File: config.mk
export PLATFORM = sky130hd
export DESIGN_NAME = dccd_top
export DESIGN_NICKNAME = d
export VERILOG_FILES = /design/src/verilog/dccd_pkg.sv /design/src/verilog/dccd_top.sv
export SDC_FILE = /design/constraint.sdc
export NUM_CORES = 1
export LEC_CHECK = 0
export CAP_MARGIN = 20
export CORE_ASPECT_RATIO = 0.5
export CORE_MARGIN = 5
export CORE_UTILIZATION = 50
export CTS_BUF_LIST = sky130_fd_sc_hd__clkbuf_4 sky130_fd_sc_hd__clkbuf_8
export DETAILED_ROUTE_END_ITERATION = 10
export DONT_BUFFER_PORTS = 1
export SETUP_SLACK_MARGIN = 0.02
export SLEW_MARGIN = 20
export SYNTH_ARGS = -nofsm -noshare
export SYNTH_HDL_FRONTEND = slang
export SYNTH_SLANG_ARGS = --single-unit
export TNS_END_PERCENT = 20
File: constraint.sdc
create_clock -name aclk -period 3.9 [get_ports aclk]
set_input_delay 0.195 -clock aclk [delete_from_list [all_inputs] [get_ports aclk]]
set_output_delay 0.195 -clock aclk [all_outputs]
set_load 0.005 [all_outputs]
File: src/verilog/dccd_pkg.sv
package dccd_pkg;

  // ----------------------------------------------------------------
  // Register map (byte addresses)
  // ----------------------------------------------------------------
  localparam logic [7:0] CLOCK_SELECT_REG_OFS  = 8'h00;
  localparam logic [7:0] EVENT_FLAG_OFS        = 8'h04;
  localparam logic [7:0] IRQ_ENABLE_OFS        = 8'h08;
  localparam logic [7:0] HOLD_ENABLE_OFS       = 8'h0c;
  localparam logic [7:0] DIV_CLEAR_OFS         = 8'h10;
  localparam logic [7:0] DIV_STATUS_OFS        = 8'h14;

  // ----------------------------------------------------------------
  // Field positions
  // ----------------------------------------------------------------
  localparam int SYSCLK_SOURCE_SEL_BIT = 0;
  localparam int MAIN_OSC_STOP_BIT     = 1;
  localparam int LCD_DIV32_SEL_BIT     = 2;
  localparam int DIV1_PERIOD_SEL_BIT   = 3;
  localparam int EVF_DIV0_BIT          = 0;
  localparam int EVF_DIV1_BIT          = 4;
  localparam int DIV0_CLEAR_BIT        = 0;

  // ----------------------------------------------------------------
  // Widths and reset values
  // ----------------------------------------------------------------
  localparam int DIV_W      = 14;
  localparam int DIV_CLR_W  = 4;
  localparam int FLAG_W     = 8;
  localparam int CTRL_W     = 4;
  localparam int LCD_PRE_W  = 5;
  localparam logic [CTRL_W-1:0] CLOCK_SELECT_RST = 4'h0;
  localparam logic [FLAG_W-1:0] FLAG_RST         = 8'h00;
  localparam logic [FLAG_W-1:0] FLAG_IMPL_MASK   = 8'h11;
  localparam logic [1:0]        STATES_PER_CYCLE = 2'h3;

  // ----------------------------------------------------------------
  // Bus responses
  // ----------------------------------------------------------------
  localparam logic [1:0] RESP_OKAY   = 2'h0;
  localparam logic [1:0] RESP_SLVERR = 2'h2;

  typedef enum logic [1:0] {
    DCCD_IDLE = 2'b00,
    DCCD_RESP = 2'b01
  } dccd_bus_state_t;

endpackage

File: src/verilog/dccd_top.sv
// Operation
// - Dual mode: select bit zero picks main (0) or sub (1) system clock.
// - Dual mode: stop bit one set halts the main oscillator, clear runs it.
// - Single mode ignores the select and stop bits; main oscillator always runs and clocks.
// - Display clock: sub clock in dual mode, main or main/32 in single.
// - One machine cycle is four consecutive system clock states.
// - Divider zero is a 14-bit up-counter on every system clock state, from main or sub.
// - Divider zero overflow sets flag 0, interrupts and releases hold if enabled.
// - Divider zero clear resets only the top four stages.
// - With 32768 Hz main, divider zero flag sets every 500 ms.
// - Divider one counts sub clocks in dual mode; overflow sets flag 4 likewise.
// - Period bit three picks divider one period: 500 ms at 0, 250 ms at 1.
//
// The AXI4-Lite interface to the registers and the address map were decided locally.
`timescale 1ns/1ps
`default_nettype none

module dccd_top
  import dccd_pkg::*;
(
  // Clock and reset
  input  wire logic        aclk,
  input  wire logic        aresetn,
  // AXI4-Lite write address
  input  wire logic [7:0]  s_axi_awaddr,
  input  wire logic        s_axi_awvalid,
  output logic             s_axi_awready,
  // AXI4-Lite write data
  input  wire logic [31:0] s_axi_wdata,
  input  wire logic [3:0]  s_axi_wstrb,
  input  wire logic        s_axi_wvalid,
  output logic             s_axi_wready,
  // AXI4-Lite write response
  output logic [1:0]       s_axi_bresp,
  output logic             s_axi_bvalid,
  input  wire logic        s_axi_bready,
  // AXI4-Lite read address
  input  wire logic [7:0]  s_axi_araddr,
  input  wire logic        s_axi_arvalid,
  output logic             s_axi_arready,
  // AXI4-Lite read data
  output logic [31:0]      s_axi_rdata,
  output logic [1:0]       s_axi_rresp,
  output logic             s_axi_rvalid,
  input  wire logic        s_axi_rready,
  // Oscillator and strap pins
  input  wire logic        main_osc_clk,
  input  wire logic        sub_osc_clk,
  input  wire logic        dual_clock_mode,
  // Clock control and events
  output logic             main_osc_enable,
  output logic             sysclk_from_sub,
  output logic             sysclk_tick,
  output logic             machine_cycle,
  output logic             lcd_clk_tick,
  output logic             hold_release,
  output logic             irq
);

  // ----------------------------------------------------------------
  // Address decode
  // ----------------------------------------------------------------
  function automatic logic hit(input logic [7:0] addr, input logic [7:0] ofs);
    hit = (addr[7:2] == ofs[7:2]);
  endfunction

  function automatic logic mapped(input logic [7:0] addr);
    mapped = hit(addr, CLOCK_SELECT_REG_OFS) | hit(addr, EVENT_FLAG_OFS) |
             hit(addr, IRQ_ENABLE_OFS) | hit(addr, HOLD_ENABLE_OFS) |
             hit(addr, DIV_CLEAR_OFS) | hit(addr, DIV_STATUS_OFS);
  endfunction

  // ----------------------------------------------------------------
  // Pin synchronisers
  // ----------------------------------------------------------------
  // Index 0 main osc, 1 sub osc, 2 mode strap
  logic [2:0] pin_meta_q;
  logic [2:0] pin_sync_q;
  logic [1:0] pin_last_q;
  logic       main_rise;
  logic       sub_rise;
  logic       dual_mode;

  always_ff @(posedge aclk) begin
    if (!aresetn) begin
      pin_meta_q <= 3'h0;
      pin_sync_q <= 3'h0;
      pin_last_q <= 2'h0;
    end else begin
      pin_meta_q <= {dual_clock_mode, sub_osc_clk, main_osc_clk};
      pin_sync_q <= pin_meta_q;
      pin_last_q <= pin_sync_q[1:0];
    end
  end

  assign main_rise = pin_sync_q[0] & ~pin_last_q[0];
  assign sub_rise  = pin_sync_q[1] & ~pin_last_q[1];
  assign dual_mode = pin_sync_q[2];

  // ----------------------------------------------------------------
  // Registers
  // ----------------------------------------------------------------
  logic [CTRL_W-1:0] clock_select_reg_q;
  logic [FLAG_W-1:0] event_flag_bits_q;
  logic [FLAG_W-1:0] irq_enable_bits_q;
  logic [FLAG_W-1:0] hold_release_enable_bits_q;
  logic [DIV_W-1:0]  div0_q;
  logic [DIV_W-1:0]  div1_q;
  logic              sysclk_source_sel;
  logic              main_osc_stop;
  logic              div1_period_sel;
  logic              main_running;
  logic              fosc_tick;

  assign sysclk_source_sel = dual_mode & clock_select_reg_q[SYSCLK_SOURCE_SEL_BIT];
  assign main_osc_stop     = dual_mode & clock_select_reg_q[MAIN_OSC_STOP_BIT];
  assign div1_period_sel   = clock_select_reg_q[DIV1_PERIOD_SEL_BIT];
  assign main_running      = ~main_osc_stop;
  assign fosc_tick = sysclk_source_sel ? sub_rise : (main_rise & main_running);

  // ----------------------------------------------------------------
  // AXI4-Lite slave
  // ----------------------------------------------------------------
  logic        aw_held_q;
  logic        w_held_q;
  logic [7:0]  aw_addr_q;
  logic [31:0] w_data_q;
  logic [3:0]  w_strb_q;
  logic        wr_fire;
  logic        wr_lane0;
  logic [31:0] rd_word;
  dccd_bus_state_t wr_state_q;
  dccd_bus_state_t rd_state_q;

  // One write in flight: both halves held and no response pending
  assign wr_fire  = aw_held_q & w_held_q & (wr_state_q == DCCD_IDLE);
  assign wr_lane0 = wr_fire & w_strb_q[0];

  always_ff @(posedge aclk) begin
    if (!aresetn) begin
      aw_held_q <= 1'b0;
      aw_addr_q <= 8'h00;
    end else if (s_axi_awvalid && s_axi_awready) begin
      aw_held_q <= 1'b1;
      aw_addr_q <= s_axi_awaddr;
    end else if (wr_fire) begin
      aw_held_q <= 1'b0;
    end
  end

  always_ff @(posedge aclk) begin
    if (!aresetn) begin
      w_held_q <= 1'b0;
      w_data_q <= 32'h0;
      w_strb_q <= 4'h0;
    end else if (s_axi_wvalid && s_axi_wready) begin
      w_held_q <= 1'b1;
      w_data_q <= s_axi_wdata;
      w_strb_q <= s_axi_wstrb;
    end else if (wr_fire) begin
      w_held_q <= 1'b0;
    end
  end

  always_ff @(posedge aclk) begin
    if (!aresetn) begin
      s_axi_awready <= 1'b0;
      s_axi_wready  <= 1'b0;
    end else begin
      s_axi_awready <= ~aw_held_q & ~(s_axi_awvalid & s_axi_awready);
      s_axi_wready  <= ~w_held_q & ~(s_axi_wvalid & s_axi_wready);
    end
  end

  always_ff @(posedge aclk) begin
    if (!aresetn) begin
      wr_state_q   <= DCCD_IDLE;
      s_axi_bvalid <= 1'b0;
      s_axi_bresp  <= RESP_OKAY;
    end else begin
      case (wr_state_q)
        DCCD_IDLE: begin
          if (wr_fire) begin
            wr_state_q   <= DCCD_RESP;
            s_axi_bvalid <= 1'b1;
            s_axi_bresp  <= mapped(aw_addr_q) ? RESP_OKAY : RESP_SLVERR;
          end
        end
        DCCD_RESP: begin
          if (s_axi_bready) begin
            wr_state_q   <= DCCD_IDLE;
            s_axi_bvalid <= 1'b0;
          end
        end
        default: begin
          wr_state_q   <= DCCD_IDLE;
          s_axi_bvalid <= 1'b0;
        end
      endcase
    end
  end

  always_comb begin
    rd_word = 32'h0;
    if (hit(s_axi_araddr, CLOCK_SELECT_REG_OFS)) begin
      rd_word[CTRL_W-1:0] = clock_select_reg_q;
    end else if (hit(s_axi_araddr, EVENT_FLAG_OFS)) begin
      rd_word[FLAG_W-1:0] = event_flag_bits_q;
    end else if (hit(s_axi_araddr, IRQ_ENABLE_OFS)) begin
      rd_word[FLAG_W-1:0] = irq_enable_bits_q;
    end else if (hit(s_axi_araddr, HOLD_ENABLE_OFS)) begin
      rd_word[FLAG_W-1:0] = hold_release_enable_bits_q;
    end else if (hit(s_axi_araddr, DIV_STATUS_OFS)) begin
      rd_word = {2'h0, div1_q, 2'h0, div0_q};
    end
  end

  always_ff @(posedge aclk) begin
    if (!aresetn) begin
      rd_state_q    <= DCCD_IDLE;
      s_axi_arready <= 1'b0;
      s_axi_rvalid  <= 1'b0;
      s_axi_rdata   <= 32'h0;
      s_axi_rresp   <= RESP_OKAY;
    end else begin
      case (rd_state_q)
        DCCD_IDLE: begin
          s_axi_arready <= ~(s_axi_arvalid & s_axi_arready);
          if (s_axi_arvalid && s_axi_arready) begin
            rd_state_q   <= DCCD_RESP;
            s_axi_rvalid <= 1'b1;
            s_axi_rdata  <= rd_word;
            s_axi_rresp  <= mapped(s_axi_araddr) ? RESP_OKAY : RESP_SLVERR;
          end
        end
        DCCD_RESP: begin
          s_axi_arready <= 1'b0;
          if (s_axi_rready) begin
            rd_state_q   <= DCCD_IDLE;
            s_axi_rvalid <= 1'b0;
          end
        end
        default: begin
          rd_state_q   <= DCCD_IDLE;
          s_axi_rvalid <= 1'b0;
        end
      endcase
    end
  end

  // ----------------------------------------------------------------
  // Software registers
  // ----------------------------------------------------------------
  // order is software's duty
  // Stop and switch in one write are taken as written, not checked
  always_ff @(posedge aclk) begin
    if (!aresetn) begin
      clock_select_reg_q         <= CLOCK_SELECT_RST;
      irq_enable_bits_q          <= FLAG_RST;
      hold_release_enable_bits_q <= FLAG_RST;
    end else if (wr_lane0) begin
      if (hit(aw_addr_q, CLOCK_SELECT_REG_OFS)) begin
        clock_select_reg_q <= w_data_q[CTRL_W-1:0];
      end
      if (hit(aw_addr_q, IRQ_ENABLE_OFS)) begin
        irq_enable_bits_q <= w_data_q[FLAG_W-1:0] & FLAG_IMPL_MASK;
      end
      if (hit(aw_addr_q, HOLD_ENABLE_OFS)) begin
        hold_release_enable_bits_q <= w_data_q[FLAG_W-1:0] & FLAG_IMPL_MASK;
      end
    end
  end

  // ----------------------------------------------------------------
  // Dividers
  // ----------------------------------------------------------------
  logic div0_ovf;
  logic div1_ovf;
  logic div0_clr;

  assign div0_clr = wr_lane0 & hit(aw_addr_q, DIV_CLEAR_OFS) & w_data_q[DIV0_CLEAR_BIT];
  // 2^14 states of 32768 Hz is 500 ms
  assign div0_ovf = fosc_tick & (&div0_q);
  assign div1_ovf = dual_mode & sub_rise &
                    (div1_period_sel ? (&div1_q[DIV_W-2:0]) : (&div1_q));

  always_ff @(posedge aclk) begin
    if (!aresetn) begin
      div0_q <= '0;
    end else begin
      if (div0_clr) begin
        div0_q[DIV_W-1:DIV_W-DIV_CLR_W] <= '0;
        div0_q[DIV_W-DIV_CLR_W-1:0]     <= div0_q[DIV_W-DIV_CLR_W-1:0] +
                                           {{(DIV_W-DIV_CLR_W-1){1'b0}}, fosc_tick};
      end else if (fosc_tick) begin
        div0_q <= div0_q + 14'h0001;
      end
    end
  end

  // sub clock counts in dual mode
  always_ff @(posedge aclk) begin
    if (!aresetn) begin
      div1_q <= '0;
    end else if (dual_mode && sub_rise) begin
      div1_q <= div1_q + 14'h0001;
    end
  end

  always_ff @(posedge aclk) begin
    if (!aresetn) begin
      event_flag_bits_q <= FLAG_RST;
    end else begin
      event_flag_bits_q[EVF_DIV0_BIT] <= div0_ovf | (event_flag_bits_q[EVF_DIV0_BIT] &
        ~(wr_lane0 & hit(aw_addr_q, EVENT_FLAG_OFS) & w_data_q[EVF_DIV0_BIT]));
      event_flag_bits_q[EVF_DIV1_BIT] <= div1_ovf | (event_flag_bits_q[EVF_DIV1_BIT] &
        ~(wr_lane0 & hit(aw_addr_q, EVENT_FLAG_OFS) & w_data_q[EVF_DIV1_BIT]));
    end
  end

  // ----------------------------------------------------------------
  // Machine cycle and display clock
  // ----------------------------------------------------------------
  logic [1:0]           state_cnt_q;
  logic [LCD_PRE_W-1:0] lcd_pre_q;
  logic                 lcd_tick_d;

  always_ff @(posedge aclk) begin
    if (!aresetn) begin
      state_cnt_q <= 2'h0;
    end else if (fosc_tick) begin
      state_cnt_q <= state_cnt_q + 2'h1;
    end
  end

  always_ff @(posedge aclk) begin
    if (!aresetn) begin
      lcd_pre_q <= '0;
    end else if (main_rise) begin
      lcd_pre_q <= lcd_pre_q + 5'h01;
    end
  end

  always_comb begin
    if (dual_mode) begin
      lcd_tick_d = sub_rise;
    end else if (clock_select_reg_q[LCD_DIV32_SEL_BIT]) begin
      lcd_tick_d = main_rise & (&lcd_pre_q);
    end else begin
      lcd_tick_d = main_rise;
    end
  end

  // ----------------------------------------------------------------
  // Outputs
  // ----------------------------------------------------------------
  always_ff @(posedge aclk) begin
    if (!aresetn) begin
      main_osc_enable <= 1'b1;
      sysclk_from_sub <= 1'b0;
      sysclk_tick     <= 1'b0;
      machine_cycle   <= 1'b0;
      lcd_clk_tick    <= 1'b0;
      hold_release    <= 1'b0;
      irq             <= 1'b0;
    end else begin
      main_osc_enable <= main_running;
      sysclk_from_sub <= sysclk_source_sel;
      sysclk_tick     <= fosc_tick;
      machine_cycle   <= fosc_tick & (state_cnt_q == STATES_PER_CYCLE);
      lcd_clk_tick    <= lcd_tick_d;
      hold_release    <= |(event_flag_bits_q & hold_release_enable_bits_q);
      irq             <= |(event_flag_bits_q & irq_enable_bits_q);
    end
  end

endmodule

`default_nettype wire

==> reports/qor.yml, run 1 <==
sta:
  tightest_slew_ns: 0.887
  setup-violations-final: 0
  fin_skew_ns: 0.00943
  max_slew_margin_pct: 40.8
  rsz0062_at_grt: "false"
  fmax_mhz: 422
  min_period_over_period_pct: 60.8
  fin_ws_ns: 1.53
  hold_viol_final: 0
  drv_slew: 0
  timing.hold.ws_ns: 0.0737
  fin_setup_tns_ns: 0
  layout_min_cycle_time_ns: 2.37
critical_path:
  crit_fanout: 7
  timing.reg2reg.setup_slack_ns: 1.53
  endpoint: "div0_q[6]$_SDFFE_PN0P_"
  cp_top_family: "simple AND/OR/NAND/NOR gates"
  reg2regPathDepth: 7
  crit_path_start_kind: "flop"
  r2r_end: "div0_q[6]$_SDFFE_PN0P_"
  path_common_cell: "ha_1"
  crit_cells: 7
  critPathKind: "flop to flop"
  slowest_delay_ns: 0.44
  end_kind: "flop"
  worstPathArrival_ns: 2.65
  cpMaxStageDelayCell: "a22o_1"
  required_ns: 4.18
  path_cells: "and3b_1 -> a22o_1 -> ha_1 -> ha_1 -> mux2i_4 -> or3_1 -> a21oi_1"
  crit_start: "pin_sync_q[2]$_SDFF_PN0_"
  crit_buf_inv: 0
  r2r-start: "pin_sync_q[2]$_SDFF_PN0_"
logic_synthesis:
  synth_cell_types: 56
  synth-simple-area-share_pct: 22.8
  ys_seq_area_share_pct: 48.0
  synth_edf_count: 0
  synth_top_family_by_area: "simple AND/OR/NAND/NOR gates"
  ys.flop_type: "dfxtp_1"
  synth.mux.area_fraction_pct: 4.10
  synthesis.area_mm2: 0.00454
  synth-seq-cells: 109
  synth_adder_area_share_pct: 1.93
  synthXorXnorAreaFrac_pct: 3.86
  synth_async_sr_flop_share_pct: 0
  avgSynthCellArea_um2: 9.56
  yosysWarnings: 0
  syn_inst: 475
  synth_compound_area_share_pct: 15.0
final_layout:
  syn_to_final_growth_pct: 11.2
  final_core_util_pct: 57.6
  layout_commonest_cell: "dfxtp_1"
  n_antenna_cell: 0
  mostFrequentLayoutCells: "dfxtp_1 (109), nor2_1 (48), nand2_1 (34), a21oi_1 (33), dlygate4sd3_1 (28)"
  final_area_mm2: 0.00505
  fin_cells: 618
  num-nets-final: 565
  drive_gt1_share_pct: 14.2
grt:
  grt_pass1_wl_mm: 15.5
  antenna_found_initial: 0
  gr-total-overflow: 0
  grt_max_degree: 64
  grt.total_usage_pct: 17.0
  grt_pass1_vias: 3255
clock_tree:
  cts_sinks: 109
  clk_latency_ns: 0.37
  clk_pin_slew_worst_paths_ns: 0.09
  cts_max_path_buffers: 2
  htreeDepth: 3
  cts_buffers: 9
  cts_tree: "done"
  post_cts_buffers: 0
  cts-root-buf: "clkbuf_8"
die:
  num_rows: 24
  die_area_mm2: 0.0112
  io_pins: 110
  die_h_um: 77.4
  core-area_mm2: 0.00877
  die_w_um: 145
  initial_core_util_pct: 51.8
pwr:
  power_mw: 1.89
  p_leak_nw: 1.72
  p_per_area_mw_per_mm2: 373
  max-vdd-ir-drop_mv: 0.191
drt:
  drtPass1Iterations: 4
  first_iter_violations: 111
  wirelength_mm: 9.26
  wl_per_cell_um: 15.0
  drt-met1-wl_mm: 4.43
  dr_wl_met2_mm: 4.17
  wl_met3_um: 573
  postRouteAntennaNets: 0
  drc: 0
  highest_layer: "met4"
  vias: 3347
  via_per_inst: 5.42
status:
  status: "completed"
min_path:
  hp-class: "primary input to flop"
placement:
  dp.cells: 574
  pre_cts_slack_ns: 1.61
  place_area_mm2: 0.00459
  numPortBuffers: 0
  routabilityCongestion: 0.764
  dp_hpwl_mm: 6.49
run:
  max_cap_violations: 0
[worst min path at each step]
stage / start / to / slack, ns / cells after the start
floorplan: s_axi_arvalid / s_axi_arready$_SDFF_PP0_ / 0.30 / 1
global placement: aresetn / main_osc_enable$_SDFF_PN1_ / 0.29 / 1
detailed placement: aresetn / main_osc_enable$_SDFF_PN1_ / 0.30 / 1
CTS: aresetn / div0_q[10]$_SDFFE_PP0N_ / 0.06 / 2
global route: aresetn / div0_q[10]$_SDFFE_PP0N_ / 0.09 / 2
finish: aresetn / div0_q[10]$_SDFFE_PP0N_ / 0.07 / 2
[worst register-to-register path, delay by kind of cell, from the launching register on]
family                   cells  cell delay [ns]
multiplexers                 1             0.10
flip-flops                   1             0.42
AND/OR/NAND/NOR              2             0.74
adder cells (fa/ha/maj)      2             0.45
AO/OA/AOI/OAI                2             0.58
[cells by family (layout without fill, tap and decap cells)]
group | count (synthesis) | after routing
flip-flops | 109 | 109
AO/OA/AOI/OAI | 93 | 93
buffers and inverters | 39 | 60
adder cells (fa/ha/maj) | 7 | 7
XOR/XNOR | 20 | 20
AND/OR/NAND/NOR | 189 | 189
multiplexers | 17 | 17
other | 1 | 6
[metal layers]
metal  vias to the layer above  track usage, %
li1                       1693               -
met1                      1579            22.2
met2                        65            27.4
met3                        10            5.84
met4                         0            3.91
met5                         -               0
[flip-flops by register name, summed over array words and instances, names as in the netlist, 3 cells and up]
signal              cells
lcd_pre_q               5
clock_select_reg_q      4
s_axi_rdata            28
w_data_q                5
div0_q                 14
div1_q                 14
pin_meta_q              3
aw_addr_q               6
pin_sync_q              3
[cell usage after synthesis, types with 2 or more instances]
master	instances	share of area [%]
a21oi_1	33	3.6
a22oi_1	9	1.5
a22oi_2	20	5.5
a32o_1	2	0.44
and2_1	15	2.1
and3_1	5	0.69
and3b_1	2	0.39
and4b_1	2	0.44
buf_2	7	0.77
buf_4	6	0.99
buf_6	2	0.50
clkbuf_1	12	0.99
dfxtp_1	109	48
ha_1	7	1.9
inv_1	11	0.91
mux2i_1	15	3.3
nand2_1	34	2.8
nand3_1	22	2.4
nand4_1	7	0.96
nand4b_1	2	0.39
nor2_1	48	4.0
nor2_2	20	2.8
nor3_1	4	0.44
nor3_2	2	0.44
nor4_1	2	0.28
o21a_1	2	0.33
o21ai_0	17	1.9
o22ai_1	2	0.28
or3_1	11	1.5
xnor2_1	10	1.9
xor2_1	10	1.9
[where the power goes]
group / switching [mW] / leakage, nW / internal [mW]
clock network: 0.364 / 0.0939 / 0.272
logic: 0.0567 / 0.739 / 0.0434
registers: 0.0195 / 0.883 / 1.13
total: 0.440 / 1.72 / 1.45
[cell type report]
type | count | area (um^2)
Fill cell | 775 | 3720
Inverter | 12 | 46.3
Clock buffer | 13 | 160
Tap cell | 117 | 146
Clock inverter | 3 | 21.3
Multi-Input combinational cell | 332 | 2190
Timing Repair Buffer | 32 | 310
Sequential cell | 109 | 2180
[what timing repair did]
| item | 4_1_cts | 5_1_grt |
|---|---|---|
| endpoints found under the setup margin | 0 | 0 |
| gates resized for setup | 0 | 0 |
| hold buffers | 28 | 0 |
| hold endpoints to repair | 34 | 0 |
Note: power is estimated with default switching activity, not from simulation.
==> run 2, diff against run 1 <==
- ABC_AREA: unset -> 1
- clock period: 3.9 -> 2.3 ns (I/O delays scaled with it)
==> run 2 against run 1 <==
Clock skew grew 0.0045 ns; sequential power is 71% higher; synthesized cell count up 36%; power grew 75%; die area up 6.8%; sequential share of layout area shrank 2.7 points; critical path depth grew 7; non-clock buffer count shrank 5; wire length increased by 18%; first-iteration DRC count is 140% higher; fmax up 21%; critical path type unchanged; largest power group unchanged.
==> reports/qor.yml, run 2 <==
run:
  max_cap_violations: 0  # unchanged
placement:
  dp.cells: 763  # +33%
  routabilityCongestion: 0.855  # +12%
  dp_hpwl_mm: 7.63  # +18%
  numPortBuffers: 0  # unchanged
grt:
  use_met1_pct: 27.0  # +4.8 points
  grt_pass1_wl_mm: 18.5  # +20%
  antenna_found_initial: 0  # unchanged
  gr-total-overflow: 0  # unchanged
  grt_pass1_vias: 3779  # +16%
  grt.busiest_layer: "met2"
  grt.total_usage_pct: 19.4  # +2.4 points
  grt.met3_usage_pct: 5.56  # -0.28 points
  grt_util_met2_pct: 29.7  # +2.2 points
  grt_max_degree: 52  # -19%
drt:
  via_per_inst: 5.11  # -5.7%
  vias: 4096  # +22%
  drc: 0  # unchanged
  wirelength_mm: 11.0  # +18%
  wl_per_cell_um: 13.7  # -8.8%
  drtPass1Iterations: 6  # +2
  postRouteAntennaNets: 0  # unchanged
  first_iter_violations: 263  # +140%
sta:
  tightest_slew_ns: 0.522  # -0.364 ns
  fmax_mhz: 511  # +21%
  fin_skew_ns: 0.0139  # +0.00452 ns
  drv_slew: 0  # unchanged
  layout_min_cycle_time_ns: 1.96  # -0.414 ns
  setup-violations-final: 0  # unchanged
  fin_setup_tns_ns: 0  # unchanged
  min_period_over_period_pct: 85.1  # +24 points
  hold_viol_final: 0  # unchanged
  rsz0062_at_grt: "false"
  max_slew_margin_pct: 65.0  # +24 points
final_layout:
  mostFrequentLayoutCells: "nand2_1 (116), dfxtp_1 (109), nor2_1 (85), inv_1 (65), a21oi_1 (42)"
  regMostFlops: "s_axi_rdata"
  drive_gt1_share_pct: 10.2  # -4.0 points
  layout_commonest_cell: "nand2_1"
  top_regs: "s_axi_rdata (28), div0_q (14), div1_q (14)"
  n_antenna_cell: 0  # unchanged
  fin_cells: 802  # +30%
  largest_reg_flops: 28  # unchanged
  num-nets-final: 731  # +29%
  syn_to_final_growth_pct: 10.4
logic_synthesis:
  synth_cell_types: 42  # -25%
  ys_top_cells_by_count: "nand2_1 (116), dfxtp_1 (109), nor2_1 (85)"
  synth-seq-cells: 109  # unchanged
  yosys.area.top_type_share_pct: 44.7  # -3.4 points
  ys.flop_type: "dfxtp_1"
  synthesis.area_mm2: 0.00488  # +7.5%
  synth_compound_area_share_pct: 14.7  # -0.28 points
  yosys.cell_count.top_type: "nand2_1"
  synth_async_sr_flop_share_pct: 0  # unchanged
  yosysTopAreaCell: "dfxtp_1"
  synth-simple-area-share_pct: 29.3  # +6.5 points
  synth_top_family_by_area: "simple AND/OR/NAND/NOR gates"
  syn_inst: 644  # +36%
  synthXorXnorAreaFrac_pct: 0.897  # -3.0 points
  synth.area.top_cells: "dfxtp_1 (45%), nand2_1 (8.9%), nor2_1 (6.5%), inv_1 (5.0%), a21oi_1 (4.3%)"
  synth_edf_count: 0  # unchanged
  yosysWarnings: 0  # unchanged
  ys_seq_area_share_pct: 44.7  # -3.4 points
  avgSynthCellArea_um2: 7.58  # -21%
  synth.mux.area_fraction_pct: 0  # -4.1 points
  synth_adder_area_share_pct: 1.79  # -0.13 points
critical_path:
  crit_path_start_kind: "flop"
  worstPathArrival_ns: 2.28  # -0.37 ns
  required_ns: 2.63  # -1.55 ns
  timing.reg2reg.setup_slack_ns: 0.34  # -1.19 ns
  r2r-start: "pin_sync_q[2]$_SDFF_PN0_"
  crit_buf_inv: 2  # +2
  cpMaxStageDelayCell: "dfxtp_1"
  path_cells: "nand2_2 -> clkinv_1 -> nand3_2 -> nand2_4 -> ha_1 -> ha_1 -> inv_1 -> nor2_1 -> nand3_1 -> nand2_1 -> nand2_1 -> nand2_1 -> nand2_1 -> a21oi_2"
  path_common_cell: "nand2_1"
  critPathKind: "flop to flop"
  slowest_delay_ns: 0.48  # +0.04 ns
  end_kind: "flop"
  crit_fanout: 5  # -2
  cp_top_family: "simple AND/OR/NAND/NOR gates"
  crit_start: "pin_sync_q[2]$_SDFF_PN0_"
clock_tree:
  cts_hold_buf: 23  # -18%
  cts_tree: "done"
  cts_sinks: 109  # unchanged
  clk_latency_ns: 0.38  # about the same
  cts_buffers: 9  # unchanged
  post_cts_resized: 0  # unchanged
  cts_max_path_buffers: 2  # unchanged
  htreeDepth: 3  # unchanged
  clk_pin_slew_worst_paths_ns: 0.11  # +0.02 ns
  post_cts_buffers: 0  # unchanged
  cts-root-buf: "clkbuf_8"
min_path:
  hp-class: "primary input to flop"
  hold_start: "aresetn"
pwr:
  p_leak_nw: 2.13  # +24%
  max-vdd-ir-drop_mv: 0.286  # +50%
  p_per_area_mw_per_mm2: 614  # +64%
die:
  die_w_um: 150  # +3.4%
  die_h_um: 79.9  # +3.2%
  num_rows: 25  # +4.2%
  core-area_mm2: 0.00948  # +8.1%
  initial_core_util_pct: 51.5  # -0.27 points
  io_pins: 110  # unchanged
  die_area_mm2: 0.0120  # +6.8%
status:
  status: "completed"
-- run 2: cell types whose count changed in the layout (fill, tap and decap cells not counted), sizes merged, moves of 14 or more --
cell and delta:
nand2 +92, inv +63, nor2 +33, o21ai +25
nand3 +23, mux2i -17, and2 -14
-- run 2: metal layers --
metal	vias to the layer above	part of all wire [%]
met1	1851	51
li1	2142	-
met2	87	42
met4	0	1.1
met5	-	0
met3	16	6.5
-- run 2: where the power goes --
part           total [mW]  internal, mW  leakage [nW]  switching (mW)
combinational       0.228        0.0840          1.15           0.144
clock                1.11         0.432        0.0935           0.681
sequential           1.97          1.93         0.884          0.0358
-- run 2: cell type report --
| cell class | instances | area (um^2) |
|---|---|---|
| clock buffers | 10 | 138 |
| clock inverters | 6 | 43.8 |
| fillers | 902 | 4090 |
| inverters | 73 | 274 |
| multi-input cells | 442 | 2300 |
| flip-flops and latches | 109 | 2180 |
| well taps | 135 | 169 |
| repair buffers | 27 | 283 |
-- run 2: cell families (layout without fill, tap and decap cells) --
group,after synthesis,after routing
simple gates,301,301
compound gates,123,123
flops,109,109
buf+inv,98,116
fa+ha+maj,7,7
xor+xnor,5,5
other cells,1,6
-- run 2: worst reg2reg max path, delay by kind of cell, from the launching register on --
family | cells | cell delay [ns]
flops | 1 | 0.48
compound gates | 1 | 0.10
fa+ha+maj | 2 | 0.45
simple gates | 9 | 0.76
buf+inv | 2 | 0.11
-- run 2: per-stage QoR --
stage / setup WS (ns) / hold slack (ns) / utilization (%) / power [mW] / cell area (um^2)
2_1_floorplan: 0.364 / 0.213 / - / 2.17 / 4900
6_report: 0.342 / 0.0500 / 56.9 / 3.31 / 5390
3_5_place_dp: 0.365 / 0.218 / 52.4 / 2.19 / 4970
5_1_grt: 0.101 / 0.0338 / 56.9 / 3.45 / 5390
4_1_cts: 0.343 / 0.0253 / 56.9 / 3.34 / 5390
3_3_place_gp: 0.389 / 0.214 / 52.4 / 2.19 / 4970
-- run 2: path summary, 6_finish.rpt --
path	to	cells after the start
min reg2reg	pin_sync_q[1]$_SDFF_PN0_	2
max reg2reg	div0_q[8]$_SDFFE_PN0P_	14
min	pin_sync_q[1]$_SDFF_PN0_	3
max	div0_q[8]$_SDFFE_PN0P_	14
==> run 3, diff against run 2 <==
- RECOVER_POWER: unset -> 50
==> run 3 against run 2 <==
Clock skew grew 0.0014 ns; first-iteration DRC count grew 1.9%; fmax grew 0.46%; core utilization shrank 0.24 points; wire length grew 0.67%; sequential cell count is the same; power is essentially flat; critical path type unchanged.
==> reports/qor.yml, run 3 (synthesis results as in run 2) <==
drt:
  vias: 4087  # -0.22%
  postRouteAntennaNets: 0  # unchanged
  wl_per_cell_um: 13.8  # +0.67%
  first_iter_violations: 268  # +1.9%
  wirelength_mm: 11.0  # +0.67%
  drc: 0  # unchanged
  drtPass1Iterations: 4  # -2
  via_per_inst: 5.10  # -0.22%
final_layout:
  layout_commonest_cell: "nand2_1"
  drive_gt1_share_pct: 9.75  # -0.45 points
  regMostFlops: "s_axi_rdata"
  fin_cells: 802  # unchanged
  syn_to_final_growth_pct: 9.92
  mostFrequentLayoutCells: "nand2_1 (117), dfxtp_1 (109), nor2_1 (86), inv_1 (65), a21oi_1 (42)"
  fill_cells: 907  # +0.55%
  num-nets-final: 731  # unchanged
  largest_reg_flops: 28  # unchanged
  top_regs: "s_axi_rdata (28), div0_q (14), div1_q (14)"
  final_area_mm2: 0.00537  # -0.42%
  n_antenna_cell: 0  # unchanged
clock_tree:
  clk_latency_ns: 0.38  # about the same
  post_cts_resized: 0  # unchanged
  cts_max_path_buffers: 2  # unchanged
  post_cts_buffers: 0  # unchanged
  cts_tree: "done"
  cts_buffers: 9  # unchanged
  cts-root-buf: "clkbuf_8"
  clk_pin_slew_worst_paths_ns: 0.11  # about the same
  cts_sinks: 109  # unchanged
  htreeDepth: 3  # unchanged
sta:
  timing.hold.ws_ns: 0.0502  # +0.000225 ns
  drv_slew: 0  # unchanged
  setup-violations-final: 0  # unchanged
  fin_setup_tns_ns: 0  # unchanged
  fin_skew_ns: 0.0153  # +0.00139 ns
  max_slew_margin_pct: 54.9  # -10 points
  rsz0062_at_grt: "false"
  tightest_slew_ns: 0.673  # +0.151 ns
  fmax_mhz: 513  # +0.46%
  hold_viol_final: 0  # unchanged
  min_period_over_period_pct: 84.7  # -0.39 points
  layout_min_cycle_time_ns: 1.95  # -0.00903 ns
  fin_ws_ns: 0.351  # +0.00903 ns
pwr:
  max-vdd-ir-drop_mv: 0.285  # -0.30%
  p_per_area_mw_per_mm2: 616  # +0.38%
  p_leak_nw: 2.13  # about the same
grt:
  grt_max_degree: 52  # unchanged
  grt_pass1_wl_mm: 18.5  # unchanged
  antenna_found_initial: 0  # unchanged
  gr-total-overflow: 0  # unchanged
  grt.total_usage_pct: 19.4  # unchanged
  grt_pass1_vias: 3779  # unchanged
die:
  initial_core_util_pct: 51.5  # unchanged
  die_w_um: 150  # unchanged
  die_area_mm2: 0.0120  # unchanged
  num_rows: 25  # unchanged
  io_pins: 110  # unchanged
  core-area_mm2: 0.00948  # unchanged
  die_h_um: 79.9  # unchanged
placement:
  routabilityCongestion: 0.855  # unchanged
  pre_cts_slack_ns: 0.365  # unchanged
  dp.cells: 763  # unchanged
  numPortBuffers: 0  # unchanged
  place_area_mm2: 0.00497  # unchanged
  dp_hpwl_mm: 7.63  # unchanged
critical_path:
  required_ns: 2.62  # about the same
  timing.reg2reg.setup_slack_ns: 0.35  # about the same
  crit_path_start_kind: "flop"
  r2r-start: "pin_sync_q[0]$_SDFF_PN0_"
  end_kind: "flop"
  reg2regPathDepth: 14  # unchanged
  critPathKind: "flop to flop"
  crit_start: "pin_sync_q[0]$_SDFF_PN0_"
  r2r_end: "div0_q[8]$_SDFFE_PN0P_"
  endpoint: "div0_q[8]$_SDFFE_PN0P_"
  crit_fanout: 7  # +2
  worstPathArrival_ns: 2.27  # about the same
run:
  max_cap_violations: 0  # unchanged
status:
  status: "completed"
min_path:
  hp-class: "primary input to flop"
[run 3: cell counts in the layout (fill, tap and decap cells not counted)]
Identical to the previous run, type by type.
[run 3: area by class of cell]
cell class	count	area (um^2)	area share [%]
Clock buffer	10	138	2.56
Clock inverter	6	43.8	0.816
Inverter	73	274	5.10
Multi-Input combinational cell	442	2280	42.4
Sequential cell	109	2180	40.7
Tap cell	135	169	3.15
Timing Repair Buffer	27	283	5.27
[run 3: worst min-delay path by stage]
stage / start / end / depth (start not counted)
detailed placement: sub_osc_clk / pin_meta_q[1]$_SDFF_PN0_ / 2
global placement: sub_osc_clk / pin_meta_q[1]$_SDFF_PN0_ / 2
finish: aresetn / pin_sync_q[1]$_SDFF_PN0_ / 3
CTS: aresetn / pin_sync_q[1]$_SDFF_PN0_ / 3
floorplan: main_osc_clk / pin_meta_q[0]$_SDFF_PN0_ / 2
global route: aresetn / main_osc_enable$_SDFF_PN1_ / 2
[run 3: metrics by stage]
stage / utilization [%] / total power [mW]
2_1_floorplan: - / 2.17
3_3_place_gp: 52.4 / 2.19
3_5_place_dp: 52.4 / 2.19
4_1_cts: 56.9 / 3.34
5_1_grt: 56.6 / 3.45
6_report: 56.6 / 3.31
[run 3: routing by layer]
metal / GRT usage, % / wire length (um) / up-vias
li1: - / - / 2143
met4: 4.65 / 61 / 0
met5: 0 / 0 / -
met1: 27.0 / 5610 / 1855
met3: 5.56 / 724 / 5
met2: 29.7 / 4640 / 84
[run 3: what timing repair did]
action	in CTS	in global routing
hold buffers	23	0
endpoints found under the setup margin	0	0
endpoints found under the hold margin	60	0
[run 3: report_power, final]
| part | total (mW) | internal, mW | switching, mW |
|---|---|---|---|
| clock | 1.11 | 0.432 | 0.682 |
| sequential | 1.97 | 1.93 | 0.0344 |
| combinational | 0.227 | 0.0832 | 0.144 |
[run 3: critical path: stages, from the launching register on]
cell and delay [ns]:
dfxtp_1 0.34, inv_1 0.06, nor2_4 0.15, nand3_1 0.14, nand2_4 0.09, ha_1 0.21, ha_1 0.23, inv_1 0.05
nor2_1 0.17, nand3_1 0.10, nand2_1 0.07, nand2_1 0.05, nand2_1 0.07, nand2_1 0.05, a21oi_2 0.10
